$ cat src/inc/lpms_params.svh
// constants of the lighting power mode sequencer
`ifndef LPMS_PARAMS_SVH
`define LPMS_PARAMS_SVH

// clock and delay timing
`define LPMS_CLK_KHZ 100000
`define LPMS_CLK_PERIOD_NS 10
`define LPMS_STARTUP_MS 10
`define LPMS_SOFTSTART_MS 20
`define LPMS_STARTUP_CYC (`LPMS_STARTUP_MS * `LPMS_CLK_KHZ)
`define LPMS_SOFTSTART_CYC (`LPMS_SOFTSTART_MS * `LPMS_CLK_KHZ)

// boost switching timing
`define LPMS_PWM_KHZ 1000
`define LPMS_PWM_PERIOD_CYC (`LPMS_CLK_KHZ / `LPMS_PWM_KHZ)
`define LPMS_MIN_PULSE_NS 45
`define LPMS_MIN_PULSE_CYC ((`LPMS_MIN_PULSE_NS + `LPMS_CLK_PERIOD_NS - 1) / `LPMS_CLK_PERIOD_NS)
`define LPMS_MAX_DUTY_CYC 90
`define LPMS_SOFT_DUTY_CYC 30

// register offsets
`define LPMS_ADDR_BOOST_LEVEL 8'h0D
`define LPMS_ADDR_MODE_CTRL 8'h10
`define LPMS_ADDR_STATUS 8'h11

// control field positions
`define LPMS_CTRL_NOT_STANDBY_BIT_BIT 0
`define LPMS_CTRL_BOOST_EN_BIT 1
`define LPMS_CTRL_AUTOLOAD_BIT 2
`define LPMS_CTRL_MASK 8'h07

// reset values and level clamp
`define LPMS_CTRL_RESET 8'h04
`define LPMS_LEVEL_RESET 8'h08
`define LPMS_LEVEL_MIN 8'h08
`define LPMS_LEVEL_MAX 8'h12

`endif

$ cat src/inc/lpms_pkg.sv
// types of the lighting power mode sequencer
`default_nettype none

package lpms_pkg;

  // operating modes
  typedef enum logic [2:0] {
    mode_reset,
    mode_standby,
    mode_startup,
    mode_boost_start,
    mode_normal
  } lpms_mode_type;

  // synchronised analog indications
  typedef struct packed {
    logic thermal_shutdown;
    logic over_current;
    logic over_voltage;
    logic feedback_break;
    logic current_peak;
    logic feedback_input_low;
  } lpms_prot_type;

  // register write from the serial interface
  typedef struct packed {
    logic wr;
    logic [7:0] addr;
    logic [7:0] data;
  } lpms_reg_wr_type;

  // power domain enables
  typedef struct packed {
    logic analog_enable;
    logic chip_enable;
    logic boost_run;
    logic soft_start;
    logic led_force_off;
    logic active_load;
  } lpms_pwr_type;

endpackage : lpms_pkg

`default_nettype wire

$ cat src/hw/lpms_top.sv
// mode sequencer and boost digital control
//
// Summary of operation
// - reset mode returns every internal register to default
// - reset whenever external reset is low or power-on reset is high
// - after power-on reset releases the device goes to standby
// - not-standby bit reads zero after reset
// - standby while not-standby low and no reset; all functions off
// - writes accepted in standby and take effect at once
// - not-standby high runs startup with a 10ms delay
// - thermal shutdown holds the device in startup until it clears
// - boost soft start runs low-current PWM for 20ms
// - every LED output forced off during soft start
// - soft start after startup with boost on, or on boost enable rise
// - any register, any number of bits, in any order
// - 8-bit register selects the boost output level
// - active-load bit off: load off, pulse skipping allowed
// - active-load bit on: at least one minimum-length pulse every cycle
// - duty cycle limited by digital logic
// - over-current turns the switch off for the cycle
// - over-voltage inhibits switching
// - feedback break stops switching
// - level below 8 is used as 8
// - level above 18 is used as 18
// - boost enable low puts only the converter in standby
`include "lpms_params.svh"
`timescale 1ns/1ns
`default_nettype none

module lpms_top #(
  parameter int STARTUP_CYCLES = `LPMS_STARTUP_CYC,
  parameter int SOFTSTART_CYCLES = `LPMS_SOFTSTART_CYC,
  parameter int CNT_W = 21,
  parameter int PWM_PERIOD = `LPMS_PWM_PERIOD_CYC,
  parameter int PWM_W = 8
) (
  // clock and reset
  input wire logic clk_in,
  input wire logic srst_in,
  // reset pins
  input wire logic external_reset_n_in,
  input wire logic power_on_reset_in,
  // analog indications
  input wire lpms_pkg::lpms_prot_type prot_in,
  // register port
  input wire lpms_pkg::lpms_reg_wr_type reg_wr_in,
  input wire logic [7:0] rd_addr_in,
  output logic [7:0] rd_data_out,
  // power control
  output lpms_pkg::lpms_pwr_type pwr_out,
  output logic power_switch_drive_out,
  output logic [7:0] boost_level_out,
  output lpms_pkg::lpms_mode_type mode_out
);

  // elaboration checks
  if (STARTUP_CYCLES < 1 || STARTUP_CYCLES >= (2 ** CNT_W))
  begin : g_bad_startup
    $error("startup count out of range");
  end
  if (SOFTSTART_CYCLES < 1 || SOFTSTART_CYCLES >= (2 ** CNT_W))
  begin : g_bad_soft
    $error("soft start count out of range");
  end
  if (PWM_PERIOD <= `LPMS_MAX_DUTY_CYC || PWM_PERIOD > (2 ** PWM_W))
  begin : g_bad_period
    $error("switching period out of range");
  end

  localparam logic [CNT_W-1:0] STARTUP_LAST = CNT_W'(STARTUP_CYCLES - 1);
  localparam logic [CNT_W-1:0] SOFT_LAST = CNT_W'(SOFTSTART_CYCLES - 1);
  localparam logic [PWM_W-1:0] PWM_LAST = PWM_W'(PWM_PERIOD - 1);
  localparam logic [PWM_W-1:0] MIN_PULSE = PWM_W'(`LPMS_MIN_PULSE_CYC);
  localparam logic [PWM_W-1:0] DUTY_FULL = PWM_W'(`LPMS_MAX_DUTY_CYC);
  localparam logic [PWM_W-1:0] DUTY_SOFT = PWM_W'(`LPMS_SOFT_DUTY_CYC);

  ////////////////////////////////////////////////////////////////////
  // reset synchroniser

  logic rst_async;
  logic [1:0] rst_sync;
  logic rst_int;

  // either pin forces reset at once
  assign rst_async = !external_reset_n_in || power_on_reset_in;

  // async set, clocked release
  always_ff @(posedge clk_in or posedge rst_async)
  begin
    if (rst_async)
      rst_sync <= 2'h3;
    else
      rst_sync <= {rst_sync[0], 1'b0};
  end

  assign rst_int = rst_sync[1] || srst_in;

  ////////////////////////////////////////////////////////////////////
  // input synchroniser

  lpms_pkg::lpms_prot_type prot_meta;
  lpms_pkg::lpms_prot_type prot_s;

  // two stages on the analog comparators
  always_ff @(posedge clk_in)
  begin
    prot_meta <= prot_in;
    prot_s <= prot_meta;
  end

  ////////////////////////////////////////////////////////////////////
  // register file

  logic [7:0] ctrl;
  logic [7:0] level;
  logic boost_en_prev;
  logic [7:0] next_ctrl;
  logic [7:0] next_level;
  logic next_boost_en_prev;
  logic [7:0] next_rd_data;
  logic not_standby_bit;
  logic boost_en;
  logic autoload;
  lpms_pkg::lpms_mode_type mode;

  assign not_standby_bit = ctrl[`LPMS_CTRL_NOT_STANDBY_BIT_BIT];
  assign boost_en = ctrl[`LPMS_CTRL_BOOST_EN_BIT];
  assign autoload = ctrl[`LPMS_CTRL_AUTOLOAD_BIT];

  // write decode, read mux
  always_comb
  begin
    next_ctrl = ctrl;
    next_level = level;
    next_boost_en_prev = boost_en;
    if (rst_int || mode == lpms_pkg::mode_reset)
    begin
      next_ctrl = `LPMS_CTRL_RESET;
      next_level = `LPMS_LEVEL_RESET;
      next_boost_en_prev = 1'b0;
    end
    else if (reg_wr_in.wr)
    begin
      // whole byte replaced per write, standby included
      if (reg_wr_in.addr == `LPMS_ADDR_BOOST_LEVEL)
        next_level = reg_wr_in.data;
      if (reg_wr_in.addr == `LPMS_ADDR_MODE_CTRL)
        next_ctrl = reg_wr_in.data & `LPMS_CTRL_MASK;
    end
    unique case (rd_addr_in)
      `LPMS_ADDR_BOOST_LEVEL: next_rd_data = level;
      `LPMS_ADDR_MODE_CTRL: next_rd_data = ctrl;
      `LPMS_ADDR_STATUS: next_rd_data = {3'h0, prot_s.thermal_shutdown,
                                         power_switch_drive_out, mode};
      default: next_rd_data = 8'h00;
    endcase
  end

  // register stage
  always_ff @(posedge clk_in)
  begin
    ctrl <= next_ctrl;
    level <= next_level;
    boost_en_prev <= next_boost_en_prev;
    rd_data_out <= next_rd_data;
  end

  ////////////////////////////////////////////////////////////////////
  // level clamp

  logic [7:0] next_boost_level;

  // out-of-range codes pinned to the ends
  always_comb
  begin
    next_boost_level = level;
    if (level < `LPMS_LEVEL_MIN)
      next_boost_level = `LPMS_LEVEL_MIN;
    else if (level > `LPMS_LEVEL_MAX)
      next_boost_level = `LPMS_LEVEL_MAX;
  end

  always_ff @(posedge clk_in)
  begin
    boost_level_out <= next_boost_level;
  end

  ////////////////////////////////////////////////////////////////////
  // mode state machine

  lpms_pkg::lpms_mode_type next_mode;
  logic [CNT_W-1:0] tmr;
  logic [CNT_W-1:0] next_tmr;
  lpms_pkg::lpms_pwr_type next_pwr;

  // mode sequence and delay timer
  always_comb
  begin
    next_mode = mode;
    next_tmr = tmr;
    if (rst_int)
      next_mode = lpms_pkg::mode_reset;
    else
    begin
      unique case (mode)
        lpms_pkg::mode_reset:
          next_mode = lpms_pkg::mode_standby;
        lpms_pkg::mode_standby:
          if (not_standby_bit)
            next_mode = lpms_pkg::mode_startup;
        lpms_pkg::mode_startup:
          if (prot_s.thermal_shutdown)
            next_tmr = '0;
          else if (tmr == STARTUP_LAST)
            next_mode = boost_en ? lpms_pkg::mode_boost_start
                                 : lpms_pkg::mode_normal;
          else
            next_tmr = tmr + 1'b1;
        lpms_pkg::mode_boost_start:
          if (!boost_en)
            next_mode = lpms_pkg::mode_normal;
          else if (tmr == SOFT_LAST)
            next_mode = lpms_pkg::mode_normal;
          else
            next_tmr = tmr + 1'b1;
        lpms_pkg::mode_normal:
          if (boost_en && !boost_en_prev)
            next_mode = lpms_pkg::mode_boost_start;
      endcase
      // overrides for any running mode
      if (mode != lpms_pkg::mode_reset && !not_standby_bit)
        next_mode = lpms_pkg::mode_standby;
      else if (prot_s.thermal_shutdown &&
               (mode == lpms_pkg::mode_boost_start ||
                mode == lpms_pkg::mode_normal))
        next_mode = lpms_pkg::mode_startup;
    end
    if (next_mode != mode)
      next_tmr = '0;
    // enables follow the next mode
    next_pwr.analog_enable = next_mode == lpms_pkg::mode_startup ||
                             next_mode == lpms_pkg::mode_boost_start ||
                             next_mode == lpms_pkg::mode_normal;
    next_pwr.chip_enable = next_mode == lpms_pkg::mode_boost_start ||
                           next_mode == lpms_pkg::mode_normal;
    next_pwr.soft_start = next_mode == lpms_pkg::mode_boost_start;
    next_pwr.boost_run = next_pwr.soft_start ||
                         (next_mode == lpms_pkg::mode_normal &&
                          next_ctrl[`LPMS_CTRL_BOOST_EN_BIT]);
    next_pwr.led_force_off = next_mode != lpms_pkg::mode_normal;
    next_pwr.active_load = next_pwr.boost_run &&
                           next_ctrl[`LPMS_CTRL_AUTOLOAD_BIT];
  end

  // register stage
  always_ff @(posedge clk_in)
  begin
    mode <= next_mode;
    tmr <= next_tmr;
    pwr_out <= next_pwr;
  end

  assign mode_out = mode;

  ////////////////////////////////////////////////////////////////////
  // boost switch control

  logic [PWM_W-1:0] pwm_cnt;
  logic [PWM_W-1:0] next_pwm_cnt;
  logic next_sw;
  logic [PWM_W-1:0] duty_lim;
  logic sw_block;

  // soft start uses a lower ceiling
  assign duty_lim = pwr_out.soft_start ? DUTY_SOFT : DUTY_FULL;
  assign sw_block = prot_s.over_voltage || prot_s.feedback_break;

  // one pulse per period, ended by limits
  always_comb
  begin
    next_sw = power_switch_drive_out;
    next_pwm_cnt = (pwm_cnt == PWM_LAST) ? '0 : pwm_cnt + 1'b1;
    if (!pwr_out.boost_run)
    begin
      next_sw = 1'b0;
      next_pwm_cnt = '0;
    end
    else if (pwm_cnt == '0)
      next_sw = !sw_block &&
                (prot_s.feedback_input_low || autoload);
    else if (power_switch_drive_out)
    begin
      if (prot_s.over_current || sw_block)
        next_sw = 1'b0;
      else if (pwm_cnt >= duty_lim)
        next_sw = 1'b0;
      else if (pwm_cnt >= MIN_PULSE &&
               (prot_s.current_peak || !prot_s.feedback_input_low))
        next_sw = 1'b0;
    end
  end

  // register stage
  always_ff @(posedge clk_in)
  begin
    if (rst_int)
    begin
      power_switch_drive_out <= 1'b0;
      pwm_cnt <= '0;
    end
    else
    begin
      power_switch_drive_out <= next_sw;
      pwm_cnt <= next_pwm_cnt;
    end
  end

  ////////////////////////////////////////////////////////////////////
  // assertions

  a_reset_mode: assert property (@(posedge clk_in) rst_int |=> mode == lpms_pkg::mode_reset)
    else $error("reset did not force reset mode");

  a_reset_regs: assert property (@(posedge clk_in) mode == lpms_pkg::mode_reset
    |=> ctrl == `LPMS_CTRL_RESET && level == `LPMS_LEVEL_RESET)
    else $error("registers not defaulted in reset");

  a_standby_entry: assert property (@(posedge clk_in) disable iff (rst_int)
    mode != lpms_pkg::mode_reset && !not_standby_bit |=> mode == lpms_pkg::mode_standby)
    else $error("standby not entered");

  a_standby_quiet: assert property (@(posedge clk_in) disable iff (rst_int)
    mode == lpms_pkg::mode_standby ##1 mode == lpms_pkg::mode_standby
    |-> !pwr_out.analog_enable && !power_switch_drive_out)
    else $error("standby not quiet");

  a_thermal_shutdown_hold: assert property (@(posedge clk_in) disable iff (rst_int)
    prot_s.thermal_shutdown && not_standby_bit && mode != lpms_pkg::mode_reset
    && mode != lpms_pkg::mode_standby |=> mode == lpms_pkg::mode_startup)
    else $error("thermal event left startup");

  a_startup_exit: assert property (@(posedge clk_in) disable iff (rst_int)
    mode == lpms_pkg::mode_startup && tmr == STARTUP_LAST && not_standby_bit
    && !prot_s.thermal_shutdown |=> mode != lpms_pkg::mode_startup)
    else $error("startup delay overran");

  a_soft_leds: assert property (@(posedge clk_in) disable iff (rst_int)
    mode == lpms_pkg::mode_boost_start |-> pwr_out.led_force_off)
    else $error("leds on during soft start");

  a_level_clamp: assert property (@(posedge clk_in) disable iff (rst_int)
    ##1 boost_level_out >= `LPMS_LEVEL_MIN && boost_level_out <= `LPMS_LEVEL_MAX)
    else $error("boost level outside clamp");

  a_oc_off: assert property (@(posedge clk_in) disable iff (rst_int)
    power_switch_drive_out && prot_s.over_current && pwm_cnt != '0
    |=> !power_switch_drive_out)
    else $error("switch kept on in over-current");

  a_ov_inhibit: assert property (@(posedge clk_in) disable iff (rst_int)
    $past(sw_block) |-> !power_switch_drive_out)
    else $error("switching while inhibited");

  a_duty_limit: assert property (@(posedge clk_in) disable iff (rst_int)
    power_switch_drive_out |-> pwm_cnt <= duty_lim + 1'b1)
    else $error("duty limit exceeded");

endmodule : lpms_top

`default_nettype wire

$ cat config.mk
export PLATFORM = sky130hd
export DESIGN_NAME = lpms_top
export DESIGN_NICKNAME = d
export VERILOG_FILES = /design/src/inc/lpms_pkg.sv /design/src/hw/lpms_top.sv
export VERILOG_INCLUDE_DIRS = /design/src /design/src/inc
export SDC_FILE = /design/constraint.sdc
export NUM_CORES = 1
export LEC_CHECK = 0
export ABC_AREA = 0
export ABC_CLOCK_PERIOD_IN_PS = 2250
export BUFFER_PORTS_ARGS = -buffer_cell sky130_fd_sc_hd__buf_2
export CORE_MARGIN = 8
export CORE_UTILIZATION = 40
export DETAILED_ROUTE_END_ITERATION = 16
export GPL_ROUTABILITY_DRIVEN = 0
export HOLD_SLACK_MARGIN = 0.03
export SLEW_MARGIN = 20
export SYNTH_ARGS = -nofsm -noshare
export SYNTH_HDL_FRONTEND = slang
export SYNTH_SLANG_ARGS = --single-unit
$ cat constraint.sdc
create_clock -name clk_in -period 2.25 [get_ports clk_in]
set_input_delay 0 -clock clk_in [delete_from_list [all_inputs] [get_ports clk_in]]
set_output_delay 0 -clock clk_in [all_outputs]
set_load 0.03 [all_outputs]
== Word-level counts from Yosys, hierarchy flattened ==
Cells that the tools add are included.

* Bits in registers: 81
* Latch bits: 0
* Bits in writable memories: 0
* Bits in read-only memories: 0
* Input bits: 35
* Output and inout port bits: 26
* Memories kept: 0

* $add $sub $neg: 2
* $mul: 0
* Divide/modulo/power cells: 0
* Order comparisons: 4
* Eq/ne operators: 20
* Shift-type cells: 0
* Muxes and demuxes: 27
* Bitwise operators: 2
* Reductions and logical operators: 34

{| class="wikitable"
|+ Operators with widths
! cell !! count
|-
| $mux 21 || 4
|-
| $pmux 21 s2 || 1
|-
| $mux 3 || 13
|-
| $eq 8x5->1 const B || 3
|-
| $pmux 8 s3 || 1
|-
| $add 21x1->21 const B || 1
|-
| $eq 21x20->1 const B || 1
|-
| $eq 21x21->1 const B || 1
|-
| $eq 8x4->1 const B || 2
|-
| $pmux 3 s5 || 1
|-
| $eq 3x2->1 const B || 4
|-
| $logic_or 1x1->1 || 12
|-
| $add 8x1->8 const B || 1
|-
| $eq 8x7->1 const B || 1
|-
| $ge 8x3->1 const B || 1
|-
| $ge 8x7->1 || 1
|-
| $gt 8x5->1 const B || 1
|-
| $logic_not 8->1 || 1
|-
| $lt 8x4->1 const B || 1
|-
| $logic_and 1x1->1 || 7
|-
| $mux 7 || 1
|-
| $eq 3x3->1 const B || 2
|-
| $ne 3x3->1 const B || 2
|-
| $logic_not 1->1 || 5
|-
| other kinds (13) || 21
|}

== Logic depth before layout (Yosys ltp) ==
Gate-level depths: netlist of the first run.

* Depth after elaboration: 11
* Depth in mapped cells: 10
* Depth with buffers taken out: 8

== Worst setup path after synthesis of the first run ==
OpenSTA, ideal clock, no wires.

* Kind: reg-to-reg
* From: register mode[0] (netlist: mode_out[0])
* To: register tmr[11]
* Setup time: 0.070 ns
* Arrival: 2.087 ns
* Data required time: 2.180 ns
* Path slack: 0.093 ns
* Cell stages (with the launch flop): 9
* Path buffers: 2
* Period minus slack after synthesis: 2.157 ns
* Cell sequence: dfxtp_1 clkbuf_1 or3b_2 nand4_1 a221o_1 a221oi_1 nand4_1 buf_2 a21oi_1

* Cells in the longest elaborated chain, start to end: 7
* Elaborated cells on any way between the ends: 26

{| class="wikitable"
|+ Ends and longest elaborated chain
! element !! RTL line !! text
|-
| start: declaration || lpms_top.sv:124 || <nowiki>lpms_pkg::lpms_mode_type mode;</nowiki>
|-
| start signal: assignment || lpms_top.sv:258 || <nowiki>mode <= next_mode;</nowiki>
|-
| $mux 3 (tied with other cells) || lpms_top.sv:222 || <nowiki>else if (tmr == SOFT_LAST)</nowiki>
|-
| $mux 3 (tied with other cells) || lpms_top.sv:220 || <nowiki>if (!boost_en)</nowiki>
|-
| $pmux 3 s5 or $logic_and 1x1->1 (tied branches) || lpms_top.sv:205, lpms_top.sv:233 ||
|-
| $mux 3 || lpms_top.sv:233 || <nowiki>else if (prot_s.thermal_shutdown &&</nowiki>
|-
| $mux 3 || lpms_top.sv:231 || <nowiki>if (mode != lpms_pkg::mode_reset && !not_standby_bit)</nowiki>
|-
| $mux 3 || lpms_top.sv:201 || <nowiki>if (rst_int)</nowiki>
|-
| $ne 3x3->1 || lpms_top.sv:238 || <nowiki>if (next_mode != mode)</nowiki>
|-
| end signal: assignment || lpms_top.sv:259 || <nowiki>tmr <= next_tmr;</nowiki>
|-
| end: declaration || lpms_top.sv:192 || <nowiki>logic [CNT_W-1:0] tmr;</nowiki>
|}

Several ways; a longest one is shown, not always the timed one.
A chain may end at the register's enable or synchronous reset.

== Worst setup path after layout of the first run ==
* From: register prot_s[5] in the netlist's numbering
* To: register tmr[13]

* Cells in the longest elaborated chain, start to end: 6
* Elaborated cells on any way between the ends: 11

{| class="wikitable"
|+ Ends and longest elaborated chain
! element !! RTL line !! text
|-
| start: declaration || lpms_top.sv:102 || <nowiki>lpms_pkg::lpms_prot_type prot_s;</nowiki>
|-
| start signal: assignment || lpms_top.sv:108 || <nowiki>prot_s <= prot_meta;</nowiki>
|-
| $mux 3 || lpms_top.sv:212 || <nowiki>if (prot_s.thermal_shutdown)</nowiki>
|-
| $pmux 3 s5 || lpms_top.sv:205 || <nowiki>unique case (mode)</nowiki>
|-
| $mux 3 || lpms_top.sv:233 ||
|-
| $mux 3 || lpms_top.sv:231 ||
|-
| $mux 3 || lpms_top.sv:201 ||
|-
| $ne 3x3->1 || lpms_top.sv:238 ||
|}

Several ways; a longest one is shown, not always the timed one.

==> results of run 1 <==
-- report_power, final --
part / internal, mW / switching (mW) / total (mW) / leakage [nW]
combinational: 0.0682 / 0.0631 / 0.131 / 1.02
clock: 0.625 / 0.547 / 1.17 / 0.106
sequential: 1.45 / 0.0104 / 1.46 / 0.665
-- how the worst min path moves through the flow --
stage                               to  cells after the start
after floorplan            rst_sync[0]                      1
after global placement    prot_meta[1]                      1
after detailed placement  prot_meta[5]                      1
after CTS                  mode_out[1]                      3
after global routing       mode_out[1]                      3
final                      mode_out[1]                      3
-- routing by layer --
metal / global-route usage / vias up
li1: - / 1688
met3: 0.0368 / 22
met4: 0.0738 / 0
met1: 0.197 / 1560
met2: 0.219 / 108
met5: 0 / -
-- cells in the final DEF, fill, tap and decap left out, drive strengths merged, types with 3 or more instances in the layout --
cell / count
clkbuf: 9
xor2: 7
nor2: 45
dfxtp: 79
a31oi: 4
o22ai: 5
and2: 7
dlygate4sd3: 19
and3: 8
ha: 8
nand2: 29
o21ai: 23
nand3: 25
buf: 82
nand4: 11
nor4b: 3
nor2b: 3
nand4b: 5
or4: 10
nor3: 8
o31ai: 5
or3: 8
a21oi: 21
mux2i: 14
conb: 4
nor4: 7
xnor2: 4
inv: 16
-- cells by family (layout without fill, tap and decap cells) --
logic type      count (synthesis)  count (layout)  share of synthesized area
compound gates                 76              76                      0.133
simple gates                  188             188                      0.287
other cells                     1               4                    0.00103
xor+xnor                       11              11                     0.0264
mux                            14              14                     0.0383
flops                          81              81                      0.447
buf+inv                        33             130                     0.0390
fa+ha+maj                       8               8                     0.0274
-- repair_timing --
item,CTS,global route
setup endpoints to repair,0,26
setup buffers,0,2
endpoints found under the hold margin,24,0
resized for setup,0,10
hold buffers,19,0
-- sequential cells by signal, indices dropped and copies added, names as in the netlist --
signal / flops
pwr_out: 6
boost_en_prev: 1
rd_data_out: 8
prot_meta: 6
ctrl: 3
power_switch_drive_out: 1
tmr: 21
boost_level_out: 8
prot_s: 6
level: 8
rst_sync: 2
pwm_cnt: 8
mode_out: 3
-- critical path: stages (launching register included) --
cell and delay (ps):
dfxtp_1 440, nor3_1 300, nand4b_1 160, or4_4 590, nand3_2 110, buf_12 170
o21ai_0 100, a21oi_1 150
-- through the flow --
stage                     power (mW)  instances   util
final                           2.76        623  0.510
after global routing            2.87        623  0.510
after CTS                       2.80        621  0.506
after detailed placement        1.60        587  0.461
after global placement          1.60        587  0.461
after floorplan                 1.54        415      -
-- area by class of cell --
class	instances	share of cell area
Clock buffer	9	0.0268
Clock inverter	6	0.0195
Inverter	14	0.0114
Multi-Input combinational cell	301	0.413
Sequential cell	81	0.355
Tap cell	111	0.0301
Timing Repair Buffer	101	0.145
==> summary.txt, run 1 <==
Run status
  • Status: completed

Synthesis
  • Primary FF master, synth: dfxtp_1
  • Warnings, synthesis: 0
  • Post-synth top area cell: dfxtp_1
  • Cell Area, Synth: 3660 µm²
  • Cell with the most instances after synthesis: dfxtp_1
  • Commonest cells post-synth: dfxtp_1 (79), nor2_1 (44), nand2_1 (29), nand3_1 (24), a21oi_1 (21)
  • EDFF count, synth: 0
  • Sequential area share after synthesis: 0.447
  • Top post-synthesis cells by area: dfxtp_1 (43%), nor2_1 (4.5%), mux2i_1 (3.8%), nand3_1 (3.3%), nand2_1 (3.0%)
  • Synth Instances: 412
  • Synth cell types: 60
  • Synth Area per Inst: 8.87 µm²
  • Synth top area share: 0.433
  • Synth Register Bits: 81
  • Post-synth ARST share: 0.0247

Die
  • IO Count: 61
  • Num rows: 35
  • Initial Util: 0.403
  • Die Ht: 112 µm
  • Core Footprint: 9060 µm²
  • Die width: 112 µm
  • Die ar.: 12,500 µm²

Clock tree
  • CTS H-tree lvls: 3
  • CTS tree: yes
  • Bufs on Longest Clock Path: 2
  • Worst-Skew Late Latency: 360 ps
  • Num CTS Buffers: 9
  • CTS Root Cell: clkbuf_8
  • Clock sinks: 81
  • Clock Pin Slew Worst Setup and Hold Paths: 80 ps

Global route
  • Vias in the first global route: 3,249
  • First-pass GRT wire length: 15.3 mm
  • Gr ovfl total: 0
  • GRT Util Overall: 0.148
  • Largest net degree at the start of global routing: 30
  • Initial antenna violation count: 0

Timing
  • Fin crit period: 2100 ps
  • Clk_skew: 8.10 ps
  • Fmax: 476 MHz
  • Setup ws final: 147 ps
  • Final setup fails: 0
  • Final period utilization: 0.934
  • Worst slew pin tran: 574 ps
  • Unrepaired setup endpoints after global routing: no
  • Final Max Slew Viols: 0
  • Hold slack: 59.7 ps
  • Endpoints failing hold: 0
  • Setup tns final: 0 ps
  • Slew HR: 0.616

Drt
  • Vias/cell: 5.42
  • Routed WL per cell: 14.7 µm
  • Met3 WL: 574 µm
  • Total wire length: 9.13 mm
  • Pre-antenna DRT Iters: 5
  • Top routing layer in use: met4
  • Met2 wire len: 3.98 mm
  • Routed Antenna Nets: 0
  • DRC Markers: 0
  • Met1 wire length: 4.38 mm
  • Initial DRC count: 201
  • DR vias: 3,378

Worst setup path
  • Crit-path max FO: 29
  • Worst Setup Start Kind: register
  • R2r worst-path depth: 7
  • WS Path Type: reg -> reg
  • Setup slack, reg-to-reg: 150 ps
  • Arr. time, crit path: 2390 ps
  • R2R Path Start: prot_s[5]
  • Worst setup path end: tmr[13]
  • Worst Setup SP: prot_s[5]
  • Reg2Reg Capture Point: tmr[13]
  • CP required: 2540 ps
  • CP Capture Type: register

Layout
  • Area growth syn-to-layout: 26.4%
  • Area taken by multi-input logic gates: 1910 µm²
  • Ratio of cells with drive above 1 in the final layout: 0.230
  • Net count, final: 551
  • Fill cell count: 828
  • FF+latch area: 1640 µm²
  • Post-route cell area: 4620 µm²
  • N_diodes: 0

Pwr
  • Max VDD drop: 0.000381 V
  • Power density over cell area: 598 nW/µm²
  • Leakage Power: 1.79 nW

Placement
  • DPL Wire Length: 6.63 mm
  • Cell area after placement: 4180 µm²
  • Port buffer count: 60
  • Dpl ws: 67.5 ps

Min path
  • Worst min-delay path category: in -> reg
  • Worst Min Path Start: srst_in

Run
  • Max Cap Viol: 0
Note: power is estimated with default switching activity, not from simulation.
==> run 2, diff against run 1 <==
--- a/config.mk
+++ b/config.mk
@@ -9,11 +9,14 @@
 export ABC_AREA = 0
 export ABC_CLOCK_PERIOD_IN_PS = 2250
 export BUFFER_PORTS_ARGS = -buffer_cell sky130_fd_sc_hd__buf_2
+export CELL_PAD_IN_SITES_DETAIL_PLACEMENT = 1
+export CELL_PAD_IN_SITES_GLOBAL_PLACEMENT = 1
 export CORE_MARGIN = 8
-export CORE_UTILIZATION = 40
+export CORE_UTILIZATION = 38
 export DETAILED_ROUTE_END_ITERATION = 16
 export GPL_ROUTABILITY_DRIVEN = 0
 export HOLD_SLACK_MARGIN = 0.03
+export PLACE_DENSITY_LB_ADDON = 0.1
 export SLEW_MARGIN = 20
 export SYNTH_ARGS = -nofsm -noshare
 export SYNTH_HDL_FRONTEND = slang
==> summary.txt, run 2 (synthesis gave the netlist of run 1 again) <==
Clock tree
  • CTS Root Cell: clkbuf_8
  • CTS H-tree lvls: 3 (unchanged)
  • Bufs on Longest Clock Path: 2 (unchanged)
  • Num CTS Buffers: 9 (unchanged)
  • CTS tree: yes
  • Worst-Skew Late Latency: 350 ps (about the same)
  • Clock Pin Slew Worst Setup and Hold Paths: 80 ps (about the same)
  • Clock sinks: 81 (unchanged)

Global route
  • First-pass GRT wire length: 17.7 mm (+16%)
  • Largest net degree at the start of global routing: 31 (+3.3%)
  • GRT Util Overall: 0.169 (+0.0205)
  • Vias in the first global route: 3,556 (+9.4%)
  • Gr ovfl total: 0 (unchanged)
  • Initial antenna violation count: 0 (unchanged)

Layout
  • Ratio of cells with drive above 1 in the final layout: 0.236 (+0.00540)
  • Most frequent cells in the layout: dfxtp_1 (77), buf_2 (60), nor2_1 (44)
  • Area growth syn-to-layout: 27.4%
  • Fill cell count: 1,148 (+39%)
  • Commonest non-fill, non-tap cell in the layout: dfxtp_1
  • Max FFs per register: 21 (unchanged)
  • Non-filler cells, final: 646 (+3.7%)
  • FF+latch area: 1640 µm² (-0.15%)
  • Net count, final: 552 (+0.18%)
  • Area taken by multi-input logic gates: 1930 µm² (+0.98%)
  • Biggest register: tmr
  • N_diodes: 0 (unchanged)

Worst setup path
  • Worst Setup Start Kind: register
  • Delay-heaviest family, CP: simple AND/OR/NAND/NOR gates
  • CP Capture Type: register
  • CP required: 2550 ps (about the same)
  • Crit path buffers/inverters: 1 (unchanged)
  • CP max stage delay: 520 ps (-70 ps)
  • WS Path Type: reg -> reg
  • Cell Chain, Critical Path: ha_2, and3_4, and2_1, nand4_1, nand3_2, buf_12, or4_1, a21oi_2
  • Crit-path slowest cell: or4_1
  • Crit-path max FO: 30 (+3.4%)
  • Arr. time, crit path: 2410 ps (+20 ps)

Run status
  • Status: completed

Timing
  • Fin crit period: 2120 ps (+16.2 ps)
  • Setup tns final: 0 ps (unchanged)
  • Clk_skew: 6.97 ps (-1.14 ps)
  • Final Max Slew Viols: 0 (unchanged)
  • Worst slew pin tran: 568 ps (-6.29 ps)
  • Final period utilization: 0.942 (+0.00722)
  • Fmax: 472 MHz (-0.77%)
  • Slew HR: 0.620 (+0.00421)
  • Hold slack: 32.6 ps (-27.1 ps)
  • Endpoints failing hold: 0 (unchanged)
  • Final setup fails: 0 (unchanged)

Drt
  • DRC Markers: 0 (unchanged)
  • Total wire length: 10.9 mm (+19%)
  • Pre-antenna DRT Iters: 6 (+1)
  • Initial DRC count: 110 (-45%)
  • Routed WL per cell: 16.9 µm (+15%)
  • DR vias: 3,433 (+1.6%)
  • Vias/cell: 5.31 (-2.0%)
  • Routed Antenna Nets: 0 (unchanged)

Pwr
  • Power density over cell area: 582 nW/µm² (-2.7%)
  • Leakage Power: 1.79 nW (about the same)
  • Max VDD drop: 0.000279 V (-27%)

Placement
  • DPL Wire Length: 7.94 mm (+20%)
  • Placed cells: 612 (+4.3%)
  • Port buffer count: 60 (unchanged)

Die
  • Die width: 114 µm (+2.2%)
  • IO Count: 61 (unchanged)
  • Die Ht: 114 µm (+2.2%)
  • Die ar.: 13,000 µm² (+4.5%)
  • Initial Util: 0.383 (-0.0205)
  • Num rows: 36 (+2.9%)
  • Core Footprint: 9550 µm² (+5.3%)

Run
  • Max Cap Viol: 0 (unchanged)

Min path
  • Worst min-delay path category: in -> reg
[run 2: area by class of cell]
class                           instances  share of cell area
Multi-Input combinational cell        301               0.414
Sequential cell                        81               0.351
Timing Repair Buffer                  102               0.144
Tap cell                              133              0.0357
Clock buffer                           11              0.0325
Clock inverter                          4              0.0113
Inverter                               14              0.0113
[run 2: per-layer routing]
| metal | wire length, µm | global-route usage | up-vias |
|---|---|---|---|
| li1 | - | - | 1687 |
| met4 | 152 | 0.0541 | 0 |
| met1 | 4950 | 0.198 | 1681 |
| met2 | 5420 | 0.295 | 53 |
| met5 | 0 | 0 | - |
| met3 | 390 | 0.0406 | 12 |
[run 2: what timing repair did]
item | 4_1_cts | 5_1_grt
endpoints found under the hold margin | 21 | 0
setup endpoints to repair | 0 | 26
buffers inserted | 0 | 1
gates resized for setup | 0 | 14
hold buffers | 18 | 0
[run 2: worst reg2reg max path: cells and delay by family, from the launching register on]
kind,cells,cell delay [ps]
AO/OA/AOI/OAI,1,140
adder cells (fa/ha/maj),1,200
buffers and inverters,1,190
flip-flops,1,340
AND/OR/NAND/NOR,5,1190
[run 2: worst paths after layout]
check,slack (ps),from,to,cells past startpoint
max,130,tmr[0],tmr[8],8
max reg2reg,130,tmr[0],tmr[8],8
min in group asynchronous,280,power_on_reset_in,rst_sync[1],3
min reg2reg,330,prot_meta[5],prot_s[5],0
min,30,rd_addr_in[2],rd_data_out[0],3
max in group asynchronous,1420,external_reset_n_in,rst_sync[0],4
[run 2: metrics by stage]
| step | power (mW) | utilization | worst slack (ps) | cell area, µm² |
|---|---|---|---|---|
| 4_1_cts | 2.75 | 0.483 | 23.6 | 4610 |
| 5_1_grt | 2.82 | 0.488 | -12.2 | 4660 |
| 6_report | 2.71 | 0.488 | 131 | 4660 |
| 3_5_place_dp | 1.61 | 0.443 | 57.1 | 4230 |
| 3_3_place_gp | 1.61 | 0.443 | 142 | 4230 |
| 2_1_floorplan | 1.54 | - | 93.2 | 3670 |
[run 2: power by group]
part,leakage (nW),switching (mW),total [mW],internal (mW)
logic,1.04,0.0703,0.140,0.0693
clock network,0.0937,0.546,1.11,0.567
registers,0.664,0.00960,1.46,1.45
total,1.79,0.625,2.71,2.09
